===== src/common/scmc_pkg.sv =====
package scmc_pkg;

  // ****************************************************************
  // clock and timing
  // ****************************************************************
  localparam int unsigned CLK_HZ = 200_000_000;
  localparam int unsigned FAST_HZ = 2_000_000; // 2.0 MHz master
  localparam int unsigned SLOW_HZ = 1_500_000; // 1.5 MHz master
  // half period counts of the master clock, in pclk cycles
  localparam logic [7:0] FAST_HALF = 8'(CLK_HZ / FAST_HZ / 2);
  localparam logic [7:0] SLOW_HALF = 8'(CLK_HZ / SLOW_HZ / 2);
  // sync activity timeout: a few slow periods without an edge
  localparam logic [9:0] SYNC_TIMEOUT = 10'h258;
  localparam int unsigned SS_BASE_MS = 1;
  localparam int unsigned SS_BASE_CYC = CLK_HZ / 1000 * SS_BASE_MS;
  // supply shortfall threshold, 2.5 V in millivolts
  localparam logic [15:0] BOOT_DROP_MV = 16'h09c4;

  // ****************************************************************
  // apb register map
  // ****************************************************************
  localparam logic [7:0] ADDR_MODE = 8'h00;
  localparam logic [7:0] ADDR_CLK = 8'h04;
  localparam logic [7:0] ADDR_SS = 8'h08;
  localparam logic [7:0] ADDR_CH7 = 8'h0c;
  localparam logic [7:0] ADDR_STAT = 8'h10;

  // mode register fields
  localparam int LLS_LSB = 0;   // [5:0] light_load_select
  localparam int DCM_BIT = 8;   // discontinuous_select_ch56
  // clock register fields
  localparam int HRS_LSB = 0;   // [5:0] channel_half_rate_sel
  localparam int PHI_LSB = 8;   // [13:8] channel_phase_invert
  localparam int MRS_BIT = 16;  // master_rate_sel
  localparam int CKO_BIT = 17;  // clock_out_enable
  localparam int PDS_LSB = 20;  // [21:20] pump_divider_sel
  // ch7 register fields
  localparam int LVL_LSB = 0;   // [1:0] ch7_level_sel
  localparam int DSE_BIT = 4;   // ch7_discharge_enable
  localparam int C7ON_BIT = 5;  // ch7 turned on

  // reset values
  localparam logic [31:0] MODE_RST = 32'h0000_0000;
  localparam logic [31:0] CLK_RST = 32'h0010_0000;
  localparam logic [11:0] SS_FUSE_DEF = 12'h000;
  localparam logic [1:0] LVL_FUSE_DEF = 2'h0;

  typedef enum logic [1:0] {
    SCMC_FPWM = 2'h0,
    SCMC_PSM = 2'h1,
    SCMC_DCM = 2'h2
  } scmc_mode_e;

  typedef enum logic [1:0] {
    SCMC_IDLE = 2'h0,
    SCMC_INT = 2'h1,
    SCMC_EXT = 2'h3
  } scmc_src_e;

  typedef struct packed {
    logic [5:0] chan_clk;
    logic pump_clk;
    logic master_clk;
    logic ext_active;
  } scmc_clk_s;

endpackage


===== src/logic/scmc_top.sv =====
// Register access over APB and the register offsets were chosen for this implementation.
`timescale 1ns/1ps
// Behaviour
// - ch1-4: select 0 gives forced pwm, 1 gives power save
// - ch5-6: select 0 forced pwm; else dcm bit picks psm or dcm
// - clock on sync input drives all channels and pump; rate bits ignored
// - static sync uses internal oscillator at 2.0 or 1.5 MHz
// - internal master clock runs while enable is high and stops at the first master low phase after enable falls
// - each channel 1-6 runs at full or half master rate
// - phase bit clocks a full-rate channel from inverted master phase
// - half-rate channel always aligns to master rising edge
// - clock out pin carries ch1 clock if enabled and on internal source, else low
// - ch7 level chosen from 12, 9, 6, 5 V presets, fuse default
// - ch7 discharge only when enabled and ch7 is off
// - internal source: pump clock is master divided by 2,4,8,16
// - external source: pump divide only by four or eight
// - bootstrap shortfall of 2.5 V shuts down, no fault flagged
module scmc_top
  import scmc_pkg::*;
(
  // apb clock and reset
  input wire logic pclk,
  input wire logic presetn,
  // apb slave
  input wire logic psel,
  input wire logic penable,
  input wire logic pwrite,
  input wire logic [7:0] paddr,
  input wire logic [31:0] pwdata,
  output logic [31:0] prdata,
  output logic pready,
  output logic pslverr,
  // pins
  input wire logic enable_pin,
  input wire logic sync_pin,
  input wire logic [15:0] boot_short_mv,
  input wire logic [11:0] ss_fuse,
  input wire logic [1:0] lvl_fuse,
  // outputs
  output scmc_pkg::scmc_clk_s clk_o,
  output logic clock_out_pin,
  output scmc_pkg::scmc_mode_e [5:0] light_mode,
  output logic [5:0] soft_start_done,
  output logic [1:0] ch7_level,
  output logic ch7_discharge_on,
  output logic shutdown
);
  import scmc_pkg::*;

  // ****************************************************************
  // registers
  // ****************************************************************
  logic [31:0] mode_q;
  logic [31:0] clk_q;
  logic [11:0] ss_q;
  logic [5:0] ch7_q;
  logic fuse_done_q;
  logic en_s1_q, en_s2_q, sy_s1_q, sy_s2_q, sy_s3_q;
  logic [9:0] act_cnt_q;
  logic ext_q;
  scmc_src_e src_q;
  logic [7:0] div_cnt_q;
  logic master_q;
  logic [5:0] half_q;
  logic [3:0] pump_cnt_q;
  logic [5:0] chan_q;
  logic pump_q;
  logic cko_q;
  logic [5:0] ss_run_q;
  logic [31:0] ss_cnt_q [6];
  logic shut_q;
  logic [1:0] lvl_q;
  logic dsc_q;
  logic [5:0] llm_bits;

  wire wr_en = psel & penable & pwrite;
  wire mrise = (src_q == SCMC_INT) ? (div_cnt_q == 8'h00 && !master_q)
             : (sy_s2_q & ~sy_s3_q);
  wire mfall = (src_q == SCMC_INT) ? (div_cnt_q == 8'h00 && master_q)
             : (~sy_s2_q & sy_s3_q);

  // soft start length in pclk cycles for a two-bit code
  function automatic logic [31:0] ss_len(input logic [1:0] code);
    ss_len = 32'(SS_BASE_CYC) << code;
  endfunction

  // ****************************************************************
  // apb slave: zero wait, unmapped reads zero and error
  // ****************************************************************
  assign pready = 1'b1;
  assign pslverr = psel & penable & ~(paddr == ADDR_MODE ||
    paddr == ADDR_CLK || paddr == ADDR_SS || paddr == ADDR_CH7 ||
    paddr == ADDR_STAT);

  always_comb begin
    case (paddr)
      ADDR_MODE: prdata = mode_q;
      ADDR_CLK: prdata = clk_q;
      ADDR_SS: prdata = {20'h0, ss_q};
      ADDR_CH7: prdata = {26'h0, ch7_q};
      ADDR_STAT: prdata = {24'h0, shut_q, ext_q, ss_run_q};
      default: prdata = 32'h0;
    endcase
  end

  // config writes; fuse defaults captured after reset release
  always_ff @(posedge pclk or negedge presetn) begin
    if (!presetn) begin
      mode_q <= MODE_RST;
      clk_q <= CLK_RST;
      ss_q <= SS_FUSE_DEF;
      ch7_q <= {4'h0, LVL_FUSE_DEF};
      fuse_done_q <= 1'b0;
    end else if (!fuse_done_q) begin
      fuse_done_q <= 1'b1;
      ss_q <= ss_fuse;
      ch7_q <= {4'h0, lvl_fuse};
    end else if (wr_en) begin
      case (paddr)
        ADDR_MODE: mode_q <= pwdata;
        ADDR_CLK: clk_q <= pwdata;
        ADDR_SS: ss_q <= pwdata[11:0];
        ADDR_CH7: ch7_q <= pwdata[5:0];
        default: ;
      endcase
    end
  end

  // ****************************************************************
  // light load modes
  // ****************************************************************
  assign llm_bits = mode_q[LLS_LSB +: 6];
  always_comb begin
    for (int i = 0; i < 4; i++) begin
      light_mode[i] = llm_bits[i] ? SCMC_PSM : SCMC_FPWM;
    end
    for (int i = 4; i < 6; i++) begin
      if (!llm_bits[i]) begin
        light_mode[i] = SCMC_FPWM;
      end else begin
        light_mode[i] = mode_q[DCM_BIT] ? SCMC_DCM : SCMC_PSM;
      end
    end
  end

  // ****************************************************************
  // pin synchronisers
  // ****************************************************************
  always_ff @(posedge pclk or negedge presetn) begin
    if (!presetn) begin
      en_s1_q <= 1'b0;
      en_s2_q <= 1'b0;
      sy_s1_q <= 1'b0;
      sy_s2_q <= 1'b0;
      sy_s3_q <= 1'b0;
    end else begin
      en_s1_q <= enable_pin;
      en_s2_q <= en_s1_q;
      sy_s1_q <= sync_pin;
      sy_s2_q <= sy_s1_q;
      sy_s3_q <= sy_s2_q;
    end
  end

  // sync activity: any edge re-arms the timeout
  always_ff @(posedge pclk or negedge presetn) begin
    if (!presetn) begin
      act_cnt_q <= 10'h0;
      ext_q <= 1'b0;
    end else if (sy_s2_q != sy_s3_q) begin
      act_cnt_q <= SYNC_TIMEOUT;
      ext_q <= 1'b1;
    end else if (act_cnt_q != 10'h0) begin
      act_cnt_q <= act_cnt_q - 10'h1;
    end else begin
      ext_q <= 1'b0;
    end
  end

  // internal source left only while master is low, so no runt high pulse
  always_ff @(posedge pclk or negedge presetn) begin
    if (!presetn) begin
      src_q <= SCMC_IDLE;
    end else begin
      case (src_q)
        SCMC_IDLE: if (ext_q) begin
          src_q <= SCMC_EXT;
        end else if (en_s2_q) begin
          src_q <= SCMC_INT;
        end
        // never leave on the edge that raises master, or it is a runt
        SCMC_INT: if ((ext_q || !en_s2_q) && !master_q && !mrise) begin
          src_q <= SCMC_IDLE;
        end
        // a sync parked high holds master high; after a whole timeout
        // without edges, dropping it is no runt
        SCMC_EXT: if (!ext_q) begin
          src_q <= SCMC_IDLE;
        end
        default: src_q <= SCMC_IDLE;
      endcase
    end
  end

  // ****************************************************************
  // master clock generation
  // ****************************************************************
  always_ff @(posedge pclk or negedge presetn) begin
    if (!presetn) begin
      div_cnt_q <= 8'h0;
    end else if (src_q != SCMC_INT || div_cnt_q == 8'h00) begin
      div_cnt_q <= (clk_q[MRS_BIT] ? SLOW_HALF : FAST_HALF) - 8'h1;
    end else begin
      div_cnt_q <= div_cnt_q - 8'h1;
    end
  end

  always_ff @(posedge pclk or negedge presetn) begin
    if (!presetn) begin
      master_q <= 1'b0;
    end else if (src_q == SCMC_IDLE) begin
      master_q <= 1'b0;
    end else if (mrise) begin
      master_q <= 1'b1;
    end else if (mfall) begin
      master_q <= 1'b0;
    end
  end

  // ****************************************************************
  // channel clocks
  // ****************************************************************
  always_ff @(posedge pclk or negedge presetn) begin
    if (!presetn) begin
      half_q <= 6'h0;
      chan_q <= 6'h0;
    end else begin
      for (int i = 0; i < 6; i++) begin
        if (src_q == SCMC_IDLE) begin
          half_q[i] <= 1'b0;
          chan_q[i] <= 1'b0;
        end else if (mrise) begin
          half_q[i] <= ~half_q[i];
          // rate bit ignored under external sync
          if (clk_q[HRS_LSB + i] && src_q == SCMC_INT) begin
            chan_q[i] <= ~half_q[i];
          end else begin
            chan_q[i] <= ~clk_q[PHI_LSB + i];
          end
        end else if (mfall) begin
          if (!(clk_q[HRS_LSB + i] && src_q == SCMC_INT)) begin
            chan_q[i] <= clk_q[PHI_LSB + i];
          end
        end
      end
    end
  end

  // pump divider counts master rising edges
  always_ff @(posedge pclk or negedge presetn) begin
    if (!presetn) begin
      pump_cnt_q <= 4'h0;
      pump_q <= 1'b0;
    end else if (src_q == SCMC_IDLE) begin
      pump_cnt_q <= 4'h0;
      pump_q <= 1'b0;
    end else if (mrise) begin
      pump_cnt_q <= pump_cnt_q + 4'h1;
      if (src_q == SCMC_EXT) begin
        // only divide by four or eight is offered
        pump_q <= clk_q[PDS_LSB] ? pump_cnt_q[2] : pump_cnt_q[1];
      end else begin
        pump_q <= pump_cnt_q[clk_q[PDS_LSB +: 2]];
      end
    end
  end

  always_ff @(posedge pclk or negedge presetn) begin
    if (!presetn) begin
      cko_q <= 1'b0;
    end else begin
      cko_q <= clk_q[CKO_BIT] && src_q == SCMC_INT && chan_q[0];
    end
  end

  assign clk_o = '{chan_clk: chan_q, pump_clk: pump_q,
                   master_clk: master_q, ext_active: ext_q};
  assign clock_out_pin = cko_q;

  // ****************************************************************
  // soft start timers, started when enable rises
  // ****************************************************************
  always_ff @(posedge pclk or negedge presetn) begin
    if (!presetn) begin
      ss_run_q <= 6'h0;
      for (int i = 0; i < 6; i++) begin
        ss_cnt_q[i] <= 32'h0;
      end
    end else begin
      for (int i = 0; i < 6; i++) begin
        if (!en_s2_q || shut_q) begin
          ss_run_q[i] <= 1'b0;
          ss_cnt_q[i] <= ss_len(ss_q[2*i +: 2]);
        end else if (ss_cnt_q[i] != 32'h0) begin
          ss_cnt_q[i] <= ss_cnt_q[i] - 32'h1;
          ss_run_q[i] <= 1'b1;
        end else begin
          ss_run_q[i] <= 1'b0;
        end
      end
    end
  end

  always_ff @(posedge pclk or negedge presetn) begin
    if (!presetn) begin
      soft_start_done <= 6'h0;
    end else begin
      for (int i = 0; i < 6; i++) begin
        soft_start_done[i] <= en_s2_q && !shut_q && ss_cnt_q[i] == 32'h0;
      end
    end
  end

  // ****************************************************************
  // channel 7 and bootstrap supervision
  // ****************************************************************
  always_ff @(posedge pclk or negedge presetn) begin
    if (!presetn) begin
      lvl_q <= 2'h0;
      dsc_q <= 1'b0;
      shut_q <= 1'b0;
    end else begin
      lvl_q <= ch7_q[LVL_LSB +: 2];
      dsc_q <= ch7_q[DSE_BIT] && !ch7_q[C7ON_BIT];
      // shutdown only; no voltage fault is raised
      shut_q <= boot_short_mv >= BOOT_DROP_MV;
    end
  end

  assign ch7_level = lvl_q;
  assign ch7_discharge_on = dsc_q;
  assign shutdown = shut_q;

endmodule // scmc_top


===== config.mk =====
export PLATFORM = sky130hd
export DESIGN_NAME = scmc_top
export DESIGN_NICKNAME = d
export VERILOG_FILES = /design/src/common/scmc_pkg.sv /design/src/logic/scmc_top.sv
export SDC_FILE = /design/constraint.sdc
export NUM_CORES = 1
export LEC_CHECK = 0
export ABC_AREA = 1
export BUFFER_PORTS_ARGS = -buffer_cell sky130_fd_sc_hd__buf_2
export CAP_MARGIN = 20
export CORE_ASPECT_RATIO = 0.6
export CORE_UTILIZATION = 66
export CTS_CLUSTER_SIZE = 12
export DETAILED_ROUTE_END_ITERATION = 6
export HOLD_SLACK_MARGIN = 0.05
export PLACE_DENSITY = 0.86
export SLEW_MARGIN = 20
export SYNTH_ARGS = -nofsm -noshare
export SYNTH_HDL_FRONTEND = slang
export SYNTH_SLANG_ARGS = --single-unit
export TNS_END_PERCENT = 5

===== constraint.sdc =====
create_clock -name pclk -period 3.7 [get_ports pclk]
set_input_delay 0.185 -clock pclk [delete_from_list [all_inputs] [get_ports pclk]]
set_output_delay 0.185 -clock pclk [all_outputs]
set_load 0.02 [all_outputs]

==> impl_metrics.csv <==
group,metric,value,unit
run_status,status,"finished, violations left",
run_status,violations,"design-rule violations",
final_layout,n_fill_cell,2045,
drt,routed_wl,54980,um
drt,viasPerCell,5.844,
power,seqPwrFrac,45.6,%
cts,root_buffer,"clkbuf_16",
setup_path,cp_top_family,"buffers and inverters",
cts,clock_latency,0.53,ns
final_layout,final_nets,2873,
power,p_per_area,432.9,mW/mm^2
placed_design,port_buffers,135,
yosys,ys_ff_latch,336,
setup_path,arrival,3.08,ns
cts,cts_resized,0,
drt,dr.pass1.iters,7,
sta,worst_pin_slew,0.8950,ns
power,power,9.317,mW
final_layout,drive_gt1_share,9.606,%
drt,wl_per_cell,17.51,um
placed_design,gp_congestion,0.9653,
power,irDropWorstVdd,423.1,uV
placed_design,dp_hpwl,38790,um
setup_path,ff2ff_setup_slack,1.09,ns
setup_path,startpoint_type,"flip-flop",
sta,fmax,382.6,MHz
final_layout,post-route-cell-area,0.02152,sq mm
yosys,synthCells,2578,
setup_path,crit_chain,"buf_4, inv_1, nor2_1, buf_4, nand2_1, nand3_1, dlygate4sd3_1",
yosys,seq_area_frac_synth,44.33,%
sta,setup_viol,0,
global_routing,grt_pass1_wl,88040,um
yosys,ys_types,42,
sta,hold_violations,0,
cts,cts_sinks,336,
global_routing,first_global_vias,17440,
cts,holdBufCountCts,55,
setup_path,worstPathRequired,4.16,ns
cts,cts_buffer_depth,3,
global_routing,grt_start_max_net_pins,102,
global_routing,grt.overflow.total,0,
floorplan,start_util,68.05,%
setup_path,critPathMaxStageDelay,0.65,ns
cts,cts_htree_levels,2,
sta,tns,0,ns
setup_path,critPathBufInv,4,
power,netSwitchingPower,2.930,mW
floorplan,core,0.02787,sq mm
setup_path,worstPathMaxFanout,19,
drt,drc,4,
sta,finalCriticalPeriod,2.614,ns
yosys,yosys_warnings,0,
yosys,syn-mean-instance-area,7.358,sq um
run,drv_cap,0,
yosys,syn_area,0.01897,sq mm
setup_path,crit_type,"flip-flop to flip-flop",
final_layout,area_delta_synth_final,13.46,%
floorplan,rows,47,
final_layout,regArea,0.008409,sq mm
sta,finalCritPeriodShare,70.65,%
placed_design,placed_area,0.01993,sq mm
power,clkPwrFrac,35.3,%
cts,clk_pin_slew,0.06,ns
cts,post_cts_buffers,0,
setup_path,cp-end-kind,"flip-flop",
cts,cts_tree,"built",
floorplan,dieHeight,133.3,um
drt,vias,18345,
final_layout,multi_input_area,0.009231,sq mm
power,power.static_leakage,10.80,nW
sta,skew,0.02477,ns
power,p_comb_share,19.0,%
sta,rsz0062_at_grt,"no",
global_routing,antenna_found_initial,2,
global_routing,track_usage,37.53,%
yosys,synth_flop_cell,"dfrtp_1",
cts,cts_buffers,35,
drt,ant_nets,0,
setup_path,slowest_stage,"nor2_1",
power,swShare,31.45,%
min_path,hp-class,"primary input to flip-flop",
power,p_int,6.386,mW
floorplan,io_pins,143,
final_layout,instances_no_fill,3139,
floorplan,die_w,220.9,um
drt,drt_iter0_drc,2125,
yosys,synthArstFlopShare,100.0,%
sta,hold_slack,0.07602,ns
setup_path,crit_path_frequent_cell,"buf_4",
sta,slew_violations,0,
floorplan,dieArea,0.02945,sq mm
placed_design,place_inst,3029,
sta,slew_headroom,40.14,%
yosys,synth_edf_count,0,
cell usage after synthesis, types with 11 or more instances:
library cell / n / area (sq um)
nor2_2: 17 / 106.4
nor2_1: 477 / 1790
xnor2_1: 33 / 289.0
clkbuf_1: 34 / 127.6
buf_4: 14 / 105.1
o22ai_1: 14 / 87.58
nand3_1: 166 / 830.8
or2_2: 14 / 87.58
o21bai_1: 12 / 90.09
o21ai_0: 183 / 915.9
ha_1: 41 / 513.0
nor2_4: 12 / 135.1
nor3_1: 52 / 260.3
xor2_1: 63 / 551.8
nand2_1: 665 / 2496
a22o_1: 15 / 131.4
inv_2: 11 / 41.29
inv_1: 251 / 942.2
a21oi_1: 61 / 305.3
buf_2: 12 / 60.06
nand4_1: 27 / 168.9
dfrtp_1: 335 / 8383
flip-flops by register name (all words and copies together) (netlist names), 4 cells and up:
| signal | cells |
|---|---|
| act_cnt_q | 10 |
| ch7_q | 6 |
| chan_q | 6 |
| clk_q | 32 |
| div_cnt_q | 8 |
| half_q | 6 |
| mode_q | 32 |
| pump_cnt_q | 4 |
| soft_start_done | 6 |
| ss_cnt_q | 192 |
| ss_q | 12 |
| ss_run_q | 6 |
cell families after synthesis:
kind of cell | after synthesis | share of synthesized area (%)
AO/OA/AOI/OAI | 309 | 8.970
flip-flops | 336 | 44.33
multiplexers | 4 | 0.2111
XOR/XNOR | 96 | 4.432
buffers and inverters | 331 | 7.143
adder cells (fa/ha/maj) | 41 | 2.704
other | 2 | 0.03959
AND/OR/NAND/NOR | 1459 | 32.17
placed cells by master (no fill, tap or decap), drive strengths merged, types with 12 or more instances in the layout:
| cell type | Yosys | layout |
|---|---|---|
| xor2 | 63 | 63 |
| o21ai | 188 | 188 |
| dlygate4sd3 | 0 | 55 |
| o22ai | 14 | 14 |
| buf | 35 | 150 |
| ha | 41 | 41 |
| or2 | 14 | 14 |
| clkbuf | 34 | 49 |
| dfrtp | 335 | 335 |
| nor3 | 55 | 55 |
| o21bai | 12 | 12 |
| xnor2 | 33 | 33 |
| nand4 | 27 | 27 |
| nand3 | 166 | 166 |
| nand2 | 676 | 676 |
| a21oi | 61 | 61 |
| nor2 | 507 | 507 |
| a22o | 15 | 15 |
| inv | 262 | 262 |
layer usage:
layer  GRT usage [%]  wire length, um
met3           8.249             5727
met2           55.94            23590
met5               0                0
met1           53.81            23630
met4           14.69             2026
worst min-delay path: cells and delay by family:
kind	cells	cell delay (ns)
AO/OA/AOI/OAI	1	0.19
buffers and inverters	2	0.18
final timing paths:
| kind | from | end | depth (start not counted) |
|---|---|---|---|
| setup / recovery | fuse_done_q$_DFF_PN0_ | ss_q[3]$_DFFE_PN0P_ | 7 |
| hold / removal | pwdata[8] | clk_q[8]$_DFFE_PN0P_ | 3 |
| hold reg to reg | en_s1_q$_DFF_PN0_ | en_s2_q$_DFF_PN0_ | 0 |
| setup reg to reg | fuse_done_q$_DFF_PN0_ | ss_q[3]$_DFFE_PN0P_ | 7 |
| min in group asynchronous | presetn | ss_cnt_q[184]$_DFFE_PN0N_ | 2 |
| max in group asynchronous | presetn | ss_cnt_q[134]$_DFFE_PN0N_ | 3 |
power by group through the flow:
stage	logic (mW)	clock network, mW	registers (mW)
floorplan	1.17	0	4.25
global placement	1.60	0	4.28
detailed placement	1.67	0	4.29
CTS	1.73	3.30	4.23
global route	1.98	3.46	4.28
finish	1.77	3.29	4.25
through the flow:
step / setup slack [ns] / util, %
floorplan: 1.944 / -
global placement: 1.277 / 71.48
detailed placement: 1.223 / 71.48
CTS: 1.194 / 77.09
global route: 1.007 / 77.21
finish: 1.086 / 77.22
layout make-up:
type / instances / share of cell area [%]
antenna: 3 / 0.03488
clock buffer: 49 / 4.639
clock inverter: 2 / 0.06395
inverter: 262 / 4.575
multi-input combinational: 1915 / 42.89
sequential: 336 / 39.07
tap: 367 / 2.133
timing repair buffer: 205 / 6.592
Power figures use the tool's default switching activity.
